**config.mk**
```make
export PLATFORM = sky130hd
export DESIGN_NAME = cclu_top
export DESIGN_NICKNAME = d
export VERILOG_FILES = /design/src/design/cclu_pkg.sv /design/src/design/cclu_top.sv /design/src/design/cclu_addr_check.sv
export SDC_FILE = /design/constraint.sdc
export NUM_CORES = 1
export LEC_CHECK = 0
export ABC_AREA = 1
export BUFFER_PORTS_ARGS = -buffer_cell sky130_fd_sc_hd__buf_2
export CORE_AREA = 2 2 365 367
export CTS_BUF_LIST = sky130_fd_sc_hd__clkbuf_8 sky130_fd_sc_hd__clkbuf_16
export CTS_CLUSTER_DIAMETER = 80
export DETAILED_ROUTE_END_ITERATION = 10
export DIE_AREA = 0 0 367 369
export PLACE_DENSITY_LB_ADDON = 0.1
export SLEW_MARGIN = 20
export SYNTH_ARGS = -nofsm -noshare
export SYNTH_HDL_FRONTEND = slang
export SYNTH_HIERARCHICAL = 1
export SYNTH_SLANG_ARGS = --single-unit
```
**constraint.sdc**
```tcl
create_clock -name core_clk_i -period 8.9 [get_ports core_clk_i]
set_clock_uncertainty 0.1 [all_clocks]
set_input_delay 0.445 -clock core_clk_i [delete_from_list [all_inputs] [get_ports core_clk_i]]
set_output_delay 0.445 -clock core_clk_i [all_outputs]
set_load 0.01 [all_outputs]
```
**src/design/cclu_pkg.sv**
```systemverilog
// package for the child count leaf unit: leaf indices, result codes, fault classes
// assumes nothing beyond a systemverilog-2012 tool
`default_nettype none
package cclu_pkg;
  localparam int           ADDR_W         = 64;
  localparam int           CNT_W          = 64;
  localparam int           PAGE_OFS_W     = 12;
  localparam logic [31:0]  LEAF_DEC       = 32'h0000_0000;
  localparam logic [31:0]  LEAF_INC       = 32'h0000_0001;
  localparam logic [63:0]  RES_OK         = 64'h0000_0000_0000_0000;
  localparam logic [63:0]  PAGE_CONFLICT_CODE     = 64'h0000_0000_0000_000d;
  localparam logic [63:0]  COUNTER_UNDERFLOW_CODE = 64'h0000_0000_0000_0023;
  localparam logic [15:0]  GP_ERROR_CODE  = 16'h0000;
  localparam logic [1:0]   PRIV_KERNEL    = 2'h0;
  localparam logic [CNT_W-1:0] CNT_ONE    = 64'h0000_0000_0000_0001;
  localparam logic [CNT_W-1:0] CNT_ZERO   = 64'h0000_0000_0000_0000;
  localparam int           CANON_MSB      = 47;

  typedef enum logic [2:0] {
    REGULAR_PAGE_TYPE        = 3'h0,
    THREAD_CONTROL_PAGE_TYPE = 3'h1,
    TRIMMED_PAGE_TYPE        = 3'h2,
    CONTROL_PAGE_TYPE        = 3'h3,
    OTHER_PAGE_TYPE          = 3'h4
  } cclu_page_type_t;

  typedef enum logic [1:0] {
    FAULT_NONE = 2'h0,
    FAULT_GP   = 2'h1,
    FAULT_PF   = 2'h2,
    FAULT_UD   = 2'h3
  } cclu_fault_t;
endpackage
`default_nettype wire

```
**src/design/cclu_top.sv**
```systemverilog
// child count leaf unit: decrement and increment leaves on a control page counter
// assumes page map lookups and counter memory answer combinationally in the cycle asked
// Notes on behaviour
// - misaligned target page address gives general protection fault zero, checked after the privilege, leaf and segment/canonical checks
// - target address outside protected page cache gives enclave page fault
// - control address outside protected page cache gives enclave page fault
// - target page busy: zero flag set, conflict code returned, go to done
// - target page invalid in page map gives page fault
// - parent is owner for regular, thread, trimmed; own address for control page
// - parent differing from control page address gives general protection fault zero
// - decrement counter; on underflow restore it, set zero flag, underflow code
// - zero flag set only on conflict or underflow; success clears it, result zero
// - every non-faulting completion clears carry, parity, aux, overflow, sign flags
// - leaves are accepted only at privilege level zero
// - linear addresses use data segment base only, no override
// - protected mode: over segment limit or unusable segment faults
// - long mode: non-canonical address faults
// - increment counter, clear zero flag, result zero, no underflow check
`timescale 1ns/1ps
`default_nettype none
module cclu_top
  import cclu_pkg::*;
(
  input  wire logic                  core_clk_i,
  input  wire logic                  sys_rst_i,
  input  wire logic                  req_valid_i,
  output logic                       req_ready_o,
  input  wire logic [31:0]           leaf_select_i,
  input  wire logic [ADDR_W-1:0]     target_operand_register_i,
  input  wire logic [ADDR_W-1:0]     control_operand_register_i,
  input  wire logic [1:0]            priv_level_i,
  input  wire logic                  long_mode_i,
  input  wire logic [ADDR_W-1:0]     data_segment_base_i,
  input  wire logic [31:0]           data_segment_limit_i,
  input  wire logic                  data_segment_usable_i,
  output logic [ADDR_W-1:0]          target_lin_o,
  output logic [ADDR_W-1:0]          control_lin_o,
  input  wire logic                  target_in_cache_i,
  input  wire logic                  control_in_cache_i,
  input  wire logic                  target_busy_i,
  input  wire logic                  target_valid_i,
  input  wire logic [2:0]            target_page_type_i,
  input  wire logic [ADDR_W-1:0]     target_phys_i,
  input  wire logic [ADDR_W-1:0]     target_owner_phys_i,
  input  wire logic [ADDR_W-1:0]     control_phys_i,
  output logic                       cnt_wr_o,
  output logic [ADDR_W-1:0]          cnt_addr_o,
  output logic [CNT_W-1:0]           cnt_wdata_o,
  input  wire logic [CNT_W-1:0]      cnt_rdata_i,
  output logic                       done_o,
  output cclu_fault_t                fault_o,
  output logic [15:0]                fault_code_o,
  output logic                       fault_enclave_o,
  output logic [ADDR_W-1:0]          fault_addr_o,
  output logic [63:0]                result_register_o,
  output logic                       zero_flag_o,
  output logic                       clear_arith_flags_o
);
  typedef enum logic [1:0] {ST_IDLE, ST_CHECK, ST_DONE} cclu_state_t;
  cclu_state_t state_q;
  logic [31:0]       leaf_q;
  logic [ADDR_W-1:0] tgt_eff_q;
  logic [ADDR_W-1:0] ctl_eff_q;
  logic [1:0]        priv_q;
  logic              tgt_bad;
  logic              ctl_bad;
  logic [ADDR_W-1:0] derived_parent_address;
  logic              type_ok;
  logic [CNT_W-1:0]  counter_scratch;

  // linear address from data segment base only
  assign target_lin_o  = data_segment_base_i + tgt_eff_q;
  assign control_lin_o = data_segment_base_i + ctl_eff_q;

  cclu_addr_check u_tgt_chk (
    .lin_addr_i   (target_lin_o),
    .eff_addr_i   (tgt_eff_q),
    .seg_limit_i  (data_segment_limit_i),
    .seg_usable_i (data_segment_usable_i),
    .long_mode_i  (long_mode_i),
    .addr_bad_o   (tgt_bad)
  );
  cclu_addr_check u_ctl_chk (
    .lin_addr_i   (control_lin_o),
    .eff_addr_i   (ctl_eff_q),
    .seg_limit_i  (data_segment_limit_i),
    .seg_usable_i (data_segment_usable_i),
    .long_mode_i  (long_mode_i),
    .addr_bad_o   (ctl_bad)
  );

  // parent selection by page type
  always_comb begin
    derived_parent_address = target_owner_phys_i;
    type_ok = 1'b1;
    case (target_page_type_i)
      REGULAR_PAGE_TYPE, THREAD_CONTROL_PAGE_TYPE, TRIMMED_PAGE_TYPE: begin
        derived_parent_address = target_owner_phys_i;
      end
      CONTROL_PAGE_TYPE: begin
        derived_parent_address = target_phys_i;
      end
      default: begin
        type_ok = 1'b0;
      end
    endcase
  end

  assign counter_scratch = cnt_rdata_i;
  assign req_ready_o = (state_q == ST_IDLE);
  assign cnt_addr_o  = derived_parent_address;

  // request capture
  always_ff @(posedge core_clk_i) begin
    if (sys_rst_i) begin
      leaf_q    <= '0;
      tgt_eff_q <= '0;
      ctl_eff_q <= '0;
      priv_q    <= '0;
    end else if (req_valid_i && req_ready_o) begin
      leaf_q    <= leaf_select_i;
      tgt_eff_q <= target_operand_register_i;
      ctl_eff_q <= control_operand_register_i;
      priv_q    <= priv_level_i;
    end
  end

  // sequencer
  always_ff @(posedge core_clk_i) begin
    if (sys_rst_i) begin
      state_q <= ST_IDLE;
    end else begin
      case (state_q)
        ST_IDLE: if (req_valid_i) state_q <= ST_CHECK;
        ST_CHECK: state_q <= ST_DONE;
        ST_DONE: state_q <= ST_IDLE;
        default: state_q <= ST_IDLE;
      endcase
    end
  end

  // checks in documented order, counter update and completion
  always_ff @(posedge core_clk_i) begin
    if (sys_rst_i) begin
      done_o              <= 1'b0;
      fault_o             <= FAULT_NONE;
      fault_code_o        <= '0;
      fault_enclave_o     <= 1'b0;
      fault_addr_o        <= '0;
      result_register_o   <= '0;
      zero_flag_o         <= 1'b0;
      clear_arith_flags_o <= 1'b0;
      cnt_wr_o            <= 1'b0;
      cnt_wdata_o         <= '0;
    end else begin
      done_o   <= 1'b0;
      cnt_wr_o <= 1'b0;
      if (state_q == ST_CHECK) begin
        done_o              <= 1'b1;
        fault_o             <= FAULT_NONE;
        fault_code_o        <= GP_ERROR_CODE;
        fault_enclave_o     <= 1'b0;
        fault_addr_o        <= '0;
        clear_arith_flags_o <= 1'b0;
        if (priv_q != PRIV_KERNEL ||
            (leaf_q != LEAF_DEC && leaf_q != LEAF_INC)) begin
          fault_o <= FAULT_UD;
        end else if (tgt_bad || ctl_bad) begin
          fault_o <= FAULT_GP;
        end else if (target_lin_o[PAGE_OFS_W-1:0] != '0) begin
          fault_o <= FAULT_GP;
        end else if (!target_in_cache_i) begin
          fault_o         <= FAULT_PF;
          fault_enclave_o <= 1'b1;
          fault_addr_o    <= target_lin_o;
        end else if (!control_in_cache_i) begin
          fault_o         <= FAULT_PF;
          fault_enclave_o <= 1'b1;
          fault_addr_o    <= control_lin_o;
        end else if (target_busy_i) begin
          zero_flag_o         <= 1'b1;
          result_register_o   <= PAGE_CONFLICT_CODE;
          clear_arith_flags_o <= 1'b1;
        end else if (!target_valid_i) begin
          fault_o         <= FAULT_PF;
          fault_enclave_o <= 1'b1;
          fault_addr_o    <= target_lin_o;
        end else if (!type_ok) begin
          fault_o         <= FAULT_PF;
          fault_enclave_o <= 1'b1;
          fault_addr_o    <= target_lin_o;
        end else if (derived_parent_address != control_phys_i) begin
          fault_o <= FAULT_GP;
        end else if (leaf_q == LEAF_DEC && counter_scratch == CNT_ZERO) begin
          // decrement would underflow: counter stays as it was
          zero_flag_o         <= 1'b1;
          result_register_o   <= COUNTER_UNDERFLOW_CODE;
          clear_arith_flags_o <= 1'b1;
        end else begin
          cnt_wr_o            <= 1'b1;
          cnt_wdata_o         <= (leaf_q == LEAF_INC) ? counter_scratch + CNT_ONE
                                                      : counter_scratch - CNT_ONE;
          zero_flag_o         <= 1'b0;
          result_register_o   <= RES_OK;
          clear_arith_flags_o <= 1'b1;
        end
      end
    end
  end

  property p_one_at_a_time;
    @(posedge core_clk_i) disable iff (sys_rst_i)
      (req_valid_i && req_ready_o) |=> !req_ready_o ##1 done_o;
  endproperty
  a_one_at_a_time: assert property (p_one_at_a_time) else $error("no completion");

  property p_zero_on_fail;
    @(posedge core_clk_i) disable iff (sys_rst_i)
      (done_o && fault_o == FAULT_NONE) |-> (zero_flag_o == (result_register_o != RES_OK));
  endproperty
  a_zero_on_fail: assert property (p_zero_on_fail) else $error("zero flag mismatch");

  property p_clear_flags;
    @(posedge core_clk_i) disable iff (sys_rst_i)
      done_o |-> (clear_arith_flags_o == (fault_o == FAULT_NONE));
  endproperty
  a_clear_flags: assert property (p_clear_flags) else $error("flag clear wrong");

  property p_priv;
    @(posedge core_clk_i) disable iff (sys_rst_i)
      (state_q == ST_CHECK && priv_q != PRIV_KERNEL) |=> (fault_o != FAULT_NONE && !cnt_wr_o);
  endproperty
  a_priv: assert property (p_priv) else $error("leaf ran outside level zero");

  property p_align;
    @(posedge core_clk_i) disable iff (sys_rst_i)
      (state_q == ST_CHECK && priv_q == PRIV_KERNEL && !tgt_bad && !ctl_bad &&
       leaf_q[31:1] == '0 && target_lin_o[PAGE_OFS_W-1:0] != '0) |=> (fault_o == FAULT_GP);
  endproperty
  a_align: assert property (p_align) else $error("misaligned target not faulted");

  property p_conflict;
    @(posedge core_clk_i) disable iff (sys_rst_i)
      (done_o && result_register_o == PAGE_CONFLICT_CODE && fault_o == FAULT_NONE)
        |-> (zero_flag_o && !cnt_wr_o);
  endproperty
  a_conflict: assert property (p_conflict) else $error("conflict wrote counter");

  property p_underflow;
    @(posedge core_clk_i) disable iff (sys_rst_i)
      (done_o && result_register_o == COUNTER_UNDERFLOW_CODE) |-> !cnt_wr_o;
  endproperty
  a_underflow: assert property (p_underflow) else $error("underflow changed counter");

  property p_write_only_ok;
    @(posedge core_clk_i) disable iff (sys_rst_i)
      cnt_wr_o |-> (done_o && fault_o == FAULT_NONE && result_register_o == RES_OK);
  endproperty
  a_write_only_ok: assert property (p_write_only_ok) else $error("stray counter write");
endmodule
`default_nettype wire

```
**src/design/cclu_addr_check.sv**
```systemverilog
// operand address checker: data segment limit, usability, canonical form
// assumes the linear address is already formed from the data segment base
`timescale 1ns/1ps
`default_nettype none
module cclu_addr_check
  import cclu_pkg::*;
(
  input  wire logic [ADDR_W-1:0] lin_addr_i,
  input  wire logic [ADDR_W-1:0] eff_addr_i,
  input  wire logic [31:0]       seg_limit_i,
  input  wire logic              seg_usable_i,
  input  wire logic              long_mode_i,
  output logic                   addr_bad_o
);
  logic canon_ok;
  logic limit_ok;
  // upper bits must all equal bit 47
  assign canon_ok = (lin_addr_i[ADDR_W-1:CANON_MSB] == '0) ||
                    (lin_addr_i[ADDR_W-1:CANON_MSB] == '1);
  assign limit_ok = (eff_addr_i[ADDR_W-1:32] == '0) && (eff_addr_i[31:0] <= seg_limit_i);
  assign addr_bad_o = long_mode_i ? !canon_ok : (!seg_usable_i || !limit_ok);
endmodule
`default_nettype wire

```
Word-level counts from Yosys, hierarchy flattened
Index checks and enable logic that the tools add are counted.

storage, ports and cells
  input bits = 526
  logic and storage cells = 128
  output and inout port bits = 408
  register bits = 363

cells by class
  $add $sub $neg = 4
  bitwise logic cells = 11
  equality and inequality tests = 11
  $lt $le $gt $ge = 2
  muxes and demuxes = 53
  reductions and logical operators = 33

operator list
  cell                     count
  $mux W64                 14
  $add A64 B64 Y64         2
  $logic_not A32 Y1        3
  $add A64 B1 Y64 const B  1
  $le A32 B32 Y1           2
  $logic_not A64 Y1        1
  $ne A64 B64 Y1           1
  $sub A64 B1 Y64 const B  1
  $eq A17 B17 Y1 const B   2
  $logic_not A17 Y1        2
  $eq A32 B1 Y1 const B    1
  $ne A32 B1 Y1 const B    1
  $reduce_bool A32 Y1      1
  $mux W1                  28
  $mux W2                  9
  $reduce_bool A12 Y1      1
  $not A1 Y1               11
  $reduce_and A11 Y1       1
  $reduce_or A11 Y1        1
  $reduce_and A9 Y1        1
  $eq A3 B2 Y1 const B     2
  $logic_or A1 B1 Y1       6
  $mux W6                  1
  $reduce_bool A2 Y1       3
  other kinds (9)          18

Longest topological paths before layout
  depth in word-level cells = 12
  depth in mapped cells = 38
  gate-level depth less buffers = 38

By module
The synthesis kept the hierarchy.

modules (own cells, without submodules)
  module                        cells an instance  area each (um^2)  instances  sequential area each (um^2)
  cclu_top                      5,191              29,271.8          1          6,025.8
  cclu_addr_check at u_ctl_chk  180                1,058.5           1          0.0
  cclu_addr_check at u_tgt_chk  178                1,047.3           1          0.0

Least setup slack after synthesis
Ideal clock, no wire load.

  path kind = register -> register
  start = register leaf_q[18]
  end = register cnt_wdata_o[38]
  setup time = 113 ps
  arrival = 4,536 ps
  data required time = 8,687 ps
  cell stages (with the launch flop) = 17
  slack = 4,152 ps
  period minus slack after synthesis = 4,748 ps
  buffers on the path = 0
  path through = dfxtp_1 or2_2 nor4_1 nand2_1 nor2_1 nand3_1 fa_1 nand3_1 nand2_1 a21oi_1 o21ai_0 a21o_1 nand2_1 nand2_1 xor2_1 nor2_1 nor2_1

on the way
  cells in the longest elaborated chain, start to end = 5
  elaborated cells between the ends (all ways) = 11
  classes of those cells = eq/ne (2); mux (1); bitwise (2); reduce/logical (6)

ends and longest elaborated chain
  what                                                         line             source
  from (decl)                                                  cclu_top.sv:61   logic [31:0] leaf_q;
  from (signal assigned)                                       cclu_top.sv:121  leaf_q <= leaf_select_i;
  $ne A32 B1 Y1 / $reduce_bool A32 Y1 (equally long branches)  cclu_top.sv:166  (leaf_q != LEAF_DEC && leaf_q != LEAF_INC)) begin
  $logic_and A1 B1 Y1                                          cclu_top.sv:166
  $logic_or A1 B1 Y1                                           cclu_top.sv:165  if (priv_q != PRIV_KERNEL ||
  $not A1 Y1 (no source line)                                  -
  $reduce_and A11 Y1 (no source line)                          -
  to (signal assigned)                                         cclu_top.sv:201  cnt_wdata_o <= (leaf_q == LEAF_INC) ? counter_scratch + CNT_ONE
  to (decl)                                                    cclu_top.sv:48   output logic [CNT_W-1:0] cnt_wdata_o,

Parallel ways exist; a longest one is shown, timed or not.
A chain may end at the register's enable or synchronous reset.

Worst setup path in the final report
  start = register ctl_eff_q[0]
  end = register fault_addr_o[58]

on the way
  cells in the longest elaborated chain, start to end = 8
  elaborated cells between the ends (all ways) = 16
  classes of those cells = add/sub (1); order compare (1); eq/ne (1); mux (6); reduce/logical (7)

ends and longest elaborated chain
  what                                                           line                                          source
  from (decl)                                                    cclu_top.sv:63                                logic [ADDR_W-1:0] ctl_eff_q;
  from (signal assigned)                                         cclu_top.sv:123                               ctl_eff_q <= control_operand_register_i;
  $add A64 B64 Y64 / $le A32 B32 Y1 (equally long branches)      cclu_top.sv:73, cclu_addr_check.sv:20
  $eq A17 B17 Y1 (tied with other cells)                         cclu_addr_check.sv:19                         (lin_addr_i[ADDR_W-1:CANON_MSB] == '1);
  $logic_or A1 B1 Y1 / $logic_not A1 Y1 (equally long branches)  cclu_addr_check.sv:18, cclu_addr_check.sv:21
  $logic_not A1 Y1 / $logic_or A1 B1 Y1 (equally long branches)  cclu_addr_check.sv:21                         assign addr_bad_o = long_mode_i ? !canon_ok : (!seg_usable_i || !limit_ok);
  $mux W1 (*)                                                    cclu_addr_check.sv:21
  via ctl_bad                                                    cclu_top.sv:66                                logic ctl_bad;
  $logic_or A1 B1 Y1 (*)                                         cclu_top.sv:168                               end else if (tgt_bad || ctl_bad) begin
  $mux W64 (*)                                                   cclu_top.sv:168
  $mux W64 (*)                                                   cclu_top.sv:165
  to (signal assigned)                                           cclu_top.sv:175                               fault_addr_o <= target_lin_o;
  to (signal assigned)                                           cclu_top.sv:179                               fault_addr_o <= control_lin_o;
  to (signal assigned)                                           cclu_top.sv:187                               fault_addr_o <= target_lin_o;
  to (decl)                                                      cclu_top.sv:54                                output logic [ADDR_W-1:0] fault_addr_o,

The timed path passes the listed nets; every way through them passes the cells marked *.

==> results.txt <==
----------------------------------------------------
[Run status]
  Status ... finished, final reports clean

[STA]
  Upper clock frequency limit ... 0.1532 GHz
  Final Setup Violations ... 0
  Setup TNS ... 0 ps
  Minimum clock period after layout ... 6527 ps
  Least setup slack across all paths after layout ... 2373 ps
  Fraction of the cycle the final worst path needs ... 73.33%
  Actual transition at the worst max-transition pin ... 1025 ps
  Worst rel slew slack ... 31.44%
  Final number of hold-violating endpoints ... 0
  Max-slew violation total from the final report ... 0
  Setup repair after global routing missed its margin ... false

[Yosys]
  Simple-Gate Fraction of Synth Area ... 40.89%
  FFs w/ async S/R, synth ... 0%
  Post-synth top area cell ... dfxtp_1
  Yosys reg bits ... 301
  Avg Cell Area, Syn ... 5.655 um^2
  Gate Count Post-Synth ... 5549
  Xor and xnor area share after synthesis ... 2.847%
  Area fraction in compound gates after synthesis ... 14.78%
  Fraction of the mapped netlist area in adder cells ... 10.24%
  Count leader, synth ... nand2_1
  Commonest register cell after synthesis ... dfxtp_1
  Number of enable flip-flop cells after synthesis ... 0
  Number of different library cells in the post-synthesis netlist ... 44
  Multiplexer share of the synthesized area ... 0%
  Main combinational cell family by area after synthesis ... simple AND/OR/NAND/NOR gates
  Most area-consuming cells after synthesis ... dfxtp_1 (19%), nand2_1 (19%), nor2_1 (11%)
  Portion of synthesized cell area occupied by the leading cell type ... 19.20%
  Sequential cell area fraction in the yosys report ... 19.20%
  Yosys synthesis warning count ... 6
  Most numerous cell types in the synthesized netlist ... nand2_1 (1568), nor2_1 (935), inv_1 (697)
  Mapped Area ... 31380 um^2

[Pwr]
  Worst voltage drop across the vdd grid ... 0.0001437 V
  Clock network power share ... 32.1%
  Leakage Power ... 20.28 nW
  Power density normalized to cell area ... 142.8 nW/um^2
  Switching Power ... 2.459 mW
  Sw Share ... 43.33%
  Internal ... 3.216 mW
  Pwr Total ... 5.675 mW
  Combinational share of power ... 41.3%
  Sequential Power Share ... 26.6%

[Layout]
  Design area ... 39750 um^2
  Multi-input gate area in the final layout ... 21890 um^2
  Synth-to-Final Area Change ... 26.68%
  Number of filler cells placed in the layout ... 15397
  Net count reported at finish ... 7228
  Area taken by flip-flops and latches ... 6026 um^2
  Fraction of final layout cells sized beyond drive strength 1 ... 14.97%

[Routing]
  Detailed-routed wire length on met2 ... 84.06 mm
  Sum of routed wire segments on met1 ... 95.75 mm
  Top metal layer carrying routed signals ... met5
  Total wire length ... 197.2 mm
  WL met3 ... 11.83 mm
  Average detailed-routed wire length per instance ... 23.92 um
  Number of antenna-violating nets in the routed design ... 0
  Number of detailed-route iterations in the first pass ... 6
  Initial drt markers ... 3216
  Vias ... 39733
  Via-to-Cell Ratio ... 4.820
  # DRC ... 0

[Floorplanning]
  Die boundary height ... 369 um
  Die W ... 367 um
  Boundary Pins ... 934
  Die Outline Area ... 135400 um^2
  Number of rows in the core area ... 133
  Floorplan core area ... 131100 um^2
  Initial Utilization ... 23.93%

[Critical path]
  Crit Path Class ... reg -> reg
  Top fanout value on the critical path ... 47
  Startpoint type of the worst setup path ... flop
  Data arrival time at the worst-slack endpoint ... 6980 ps
  Crit path required time ... 9360 ps
  Largest stage delay on the critical path ... 490 ps
  Cell seen most often among critical-path stages ... nand2_1
  Cell type of the slowest stage on the worst timing path ... buf_4
  Capturing element type of the critical path ... flop

[Clock tree]
  Clock sinks ... 301
  CTS Root Cell ... clkbuf_16
  CTS tree ... built
  Number of hold-repair buffers added at the cts stage ... 104
  Later-pin clock latency in the skew report ... 650 ps
  TritonCTS Buffers ... 42
  H-tree level count ... 2
  Count of instances resized after the clock tree is built ... 0
  Buffers from clock root to sink, at most ... 3
  Number of setup buffers added after CTS ... 0
  Clk slew on worst S/H paths ... 60 ps

[Global route]
  Initial antenna violation count ... 47
  Pin count of the biggest net entering global routing ... 99
  Vias in the first global route ... 38238
  Global-route usage over all layers ... 27.95%
  First-pass GRT wire length ... 274.1 mm
  Sum of overflow across all layers after global routing ... 0

[Placed design]
  Detailed Place HPWL ... 172.8 mm
  Setup slack after placement ... 2301 ps
  Placed Instance Area ... 37180 um^2
  Weighted congestion at the end of routability-driven global placement ... 0.9793
  Number of buffer cells added on primary ports ... 858

[Job]
  Number of maximum-capacitance violations ... 0

[Hold path]
  Tightest Hold Check Type ... in -> reg

----------------------------------------------------
[layer usage]
| layer | vias up | global-route usage (%) |
|---|---|---|
| met5 | - | 0 |
| li1 | 19526 | - |
| met1 | 18613 | 40.35 |
| met4 | 46 | 6.873 |
| met2 | 1295 | 43.18 |
| met3 | 253 | 4.060 |
[flip-flops by register name, indices dropped and copies added (netlist names)]
name / cells
cnt_wdata_o: 64
done_o: 1
fault_addr_o: 64
result_register_o: 3
clear_arith_flags_o: 1
cnt_wr_o: 1
ctl_eff_q: 64
priv_q: 2
fault_enclave_o: 1
fault_o: 2
state_q: 2
tgt_eff_q: 64
leaf_q: 32
[metrics by stage]
step / hold slack (ps) / cells / util, %
3_5_place_dp: 354.8 / 8053 / 28.35
5_1_grt: 23.38 / 8239 / 30.31
3_3_place_gp: 351.4 / 8053 / 28.35
4_1_cts: 1.106 / 8234 / 30.28
6_report: 22.07 / 8243 / 30.31
2_1_floorplan: 344.2 / 5623 / -
[power by group through the flow]
stage                     Combinational [mW]  Clock (mW)  Sequential (mW)
after floorplan                         1.28           0             1.48
after global placement                  2.29           0             1.53
after detailed placement                2.28           0             1.53
after CTS                               2.33        1.88             1.51
after global routing                    2.55        1.93             1.51
final                                   2.35        1.82             1.51
[final timing paths]
path / endpoint / slack [ps] / cells after the start / start
min reg2reg: fault_addr_o[13] / 360 / 2 / fault_addr_o[13]
max reg2reg: fault_addr_o[58] / 2370 / 32 / ctl_eff_q[0]
max: fault_addr_o[58] / 2370 / 32 / ctl_eff_q[0]
min: tgt_eff_q[42] / 20 / 3 / target_operand_register_i[42]
[critical path, delay by kind of cell, from the launching register on]
family	cells	cell delay [ps]
compound gates	3	680
fa+ha+maj	2	650
buf+inv	3	880
flops	1	450
simple gates	24	3610
[final cells by class]
type	instances	share of cell area (%)
repair buffers	980	13.81
well taps	1755	5.524
inverters	702	6.648
clock inverters	25	0.7334
flip-flops and latches	301	15.16
clock buffers	52	2.990
diodes	8	0.05036
multi-input cells	4420	55.08
[cells in the final DEF (no fill, tap or decap), drive strengths merged, types with 2 or more instances in the layout]
cell	n
inv	713
ha	252
clkbuf	52
xor2	78
o21bai	27
dlygate4sd3	104
buf	876
a22o	9
a211oi	2
fa	3
nand4	61
xnor2	24
a21oi	393
nand3	325
dfxtp	301
o21a	19
and2	60
or2	4
a21boi	3
clkinv	9
o21ai	368
o211ai	5
nand3b	40
a21o	23
diode	8
and3	7
conb	75
bufinv	4
nor4	58
nand2	1569
nor2	944
a31oi	14
nor3	45
o22ai	9
nor3b	2
[logic make-up (layout without fill, tap and decap cells)]
logic type / after synthesis / after routing
AO/OA/AOI/OAI: 873 / 873
XOR/XNOR: 102 / 102
adder cells (fa/ha/maj): 255 / 255
buffers and inverters: 902 / 1759
flip-flops: 301 / 301
other: 1 / 83
AND/OR/NAND/NOR: 3115 / 3115
(Power assumes the default switching activity.)
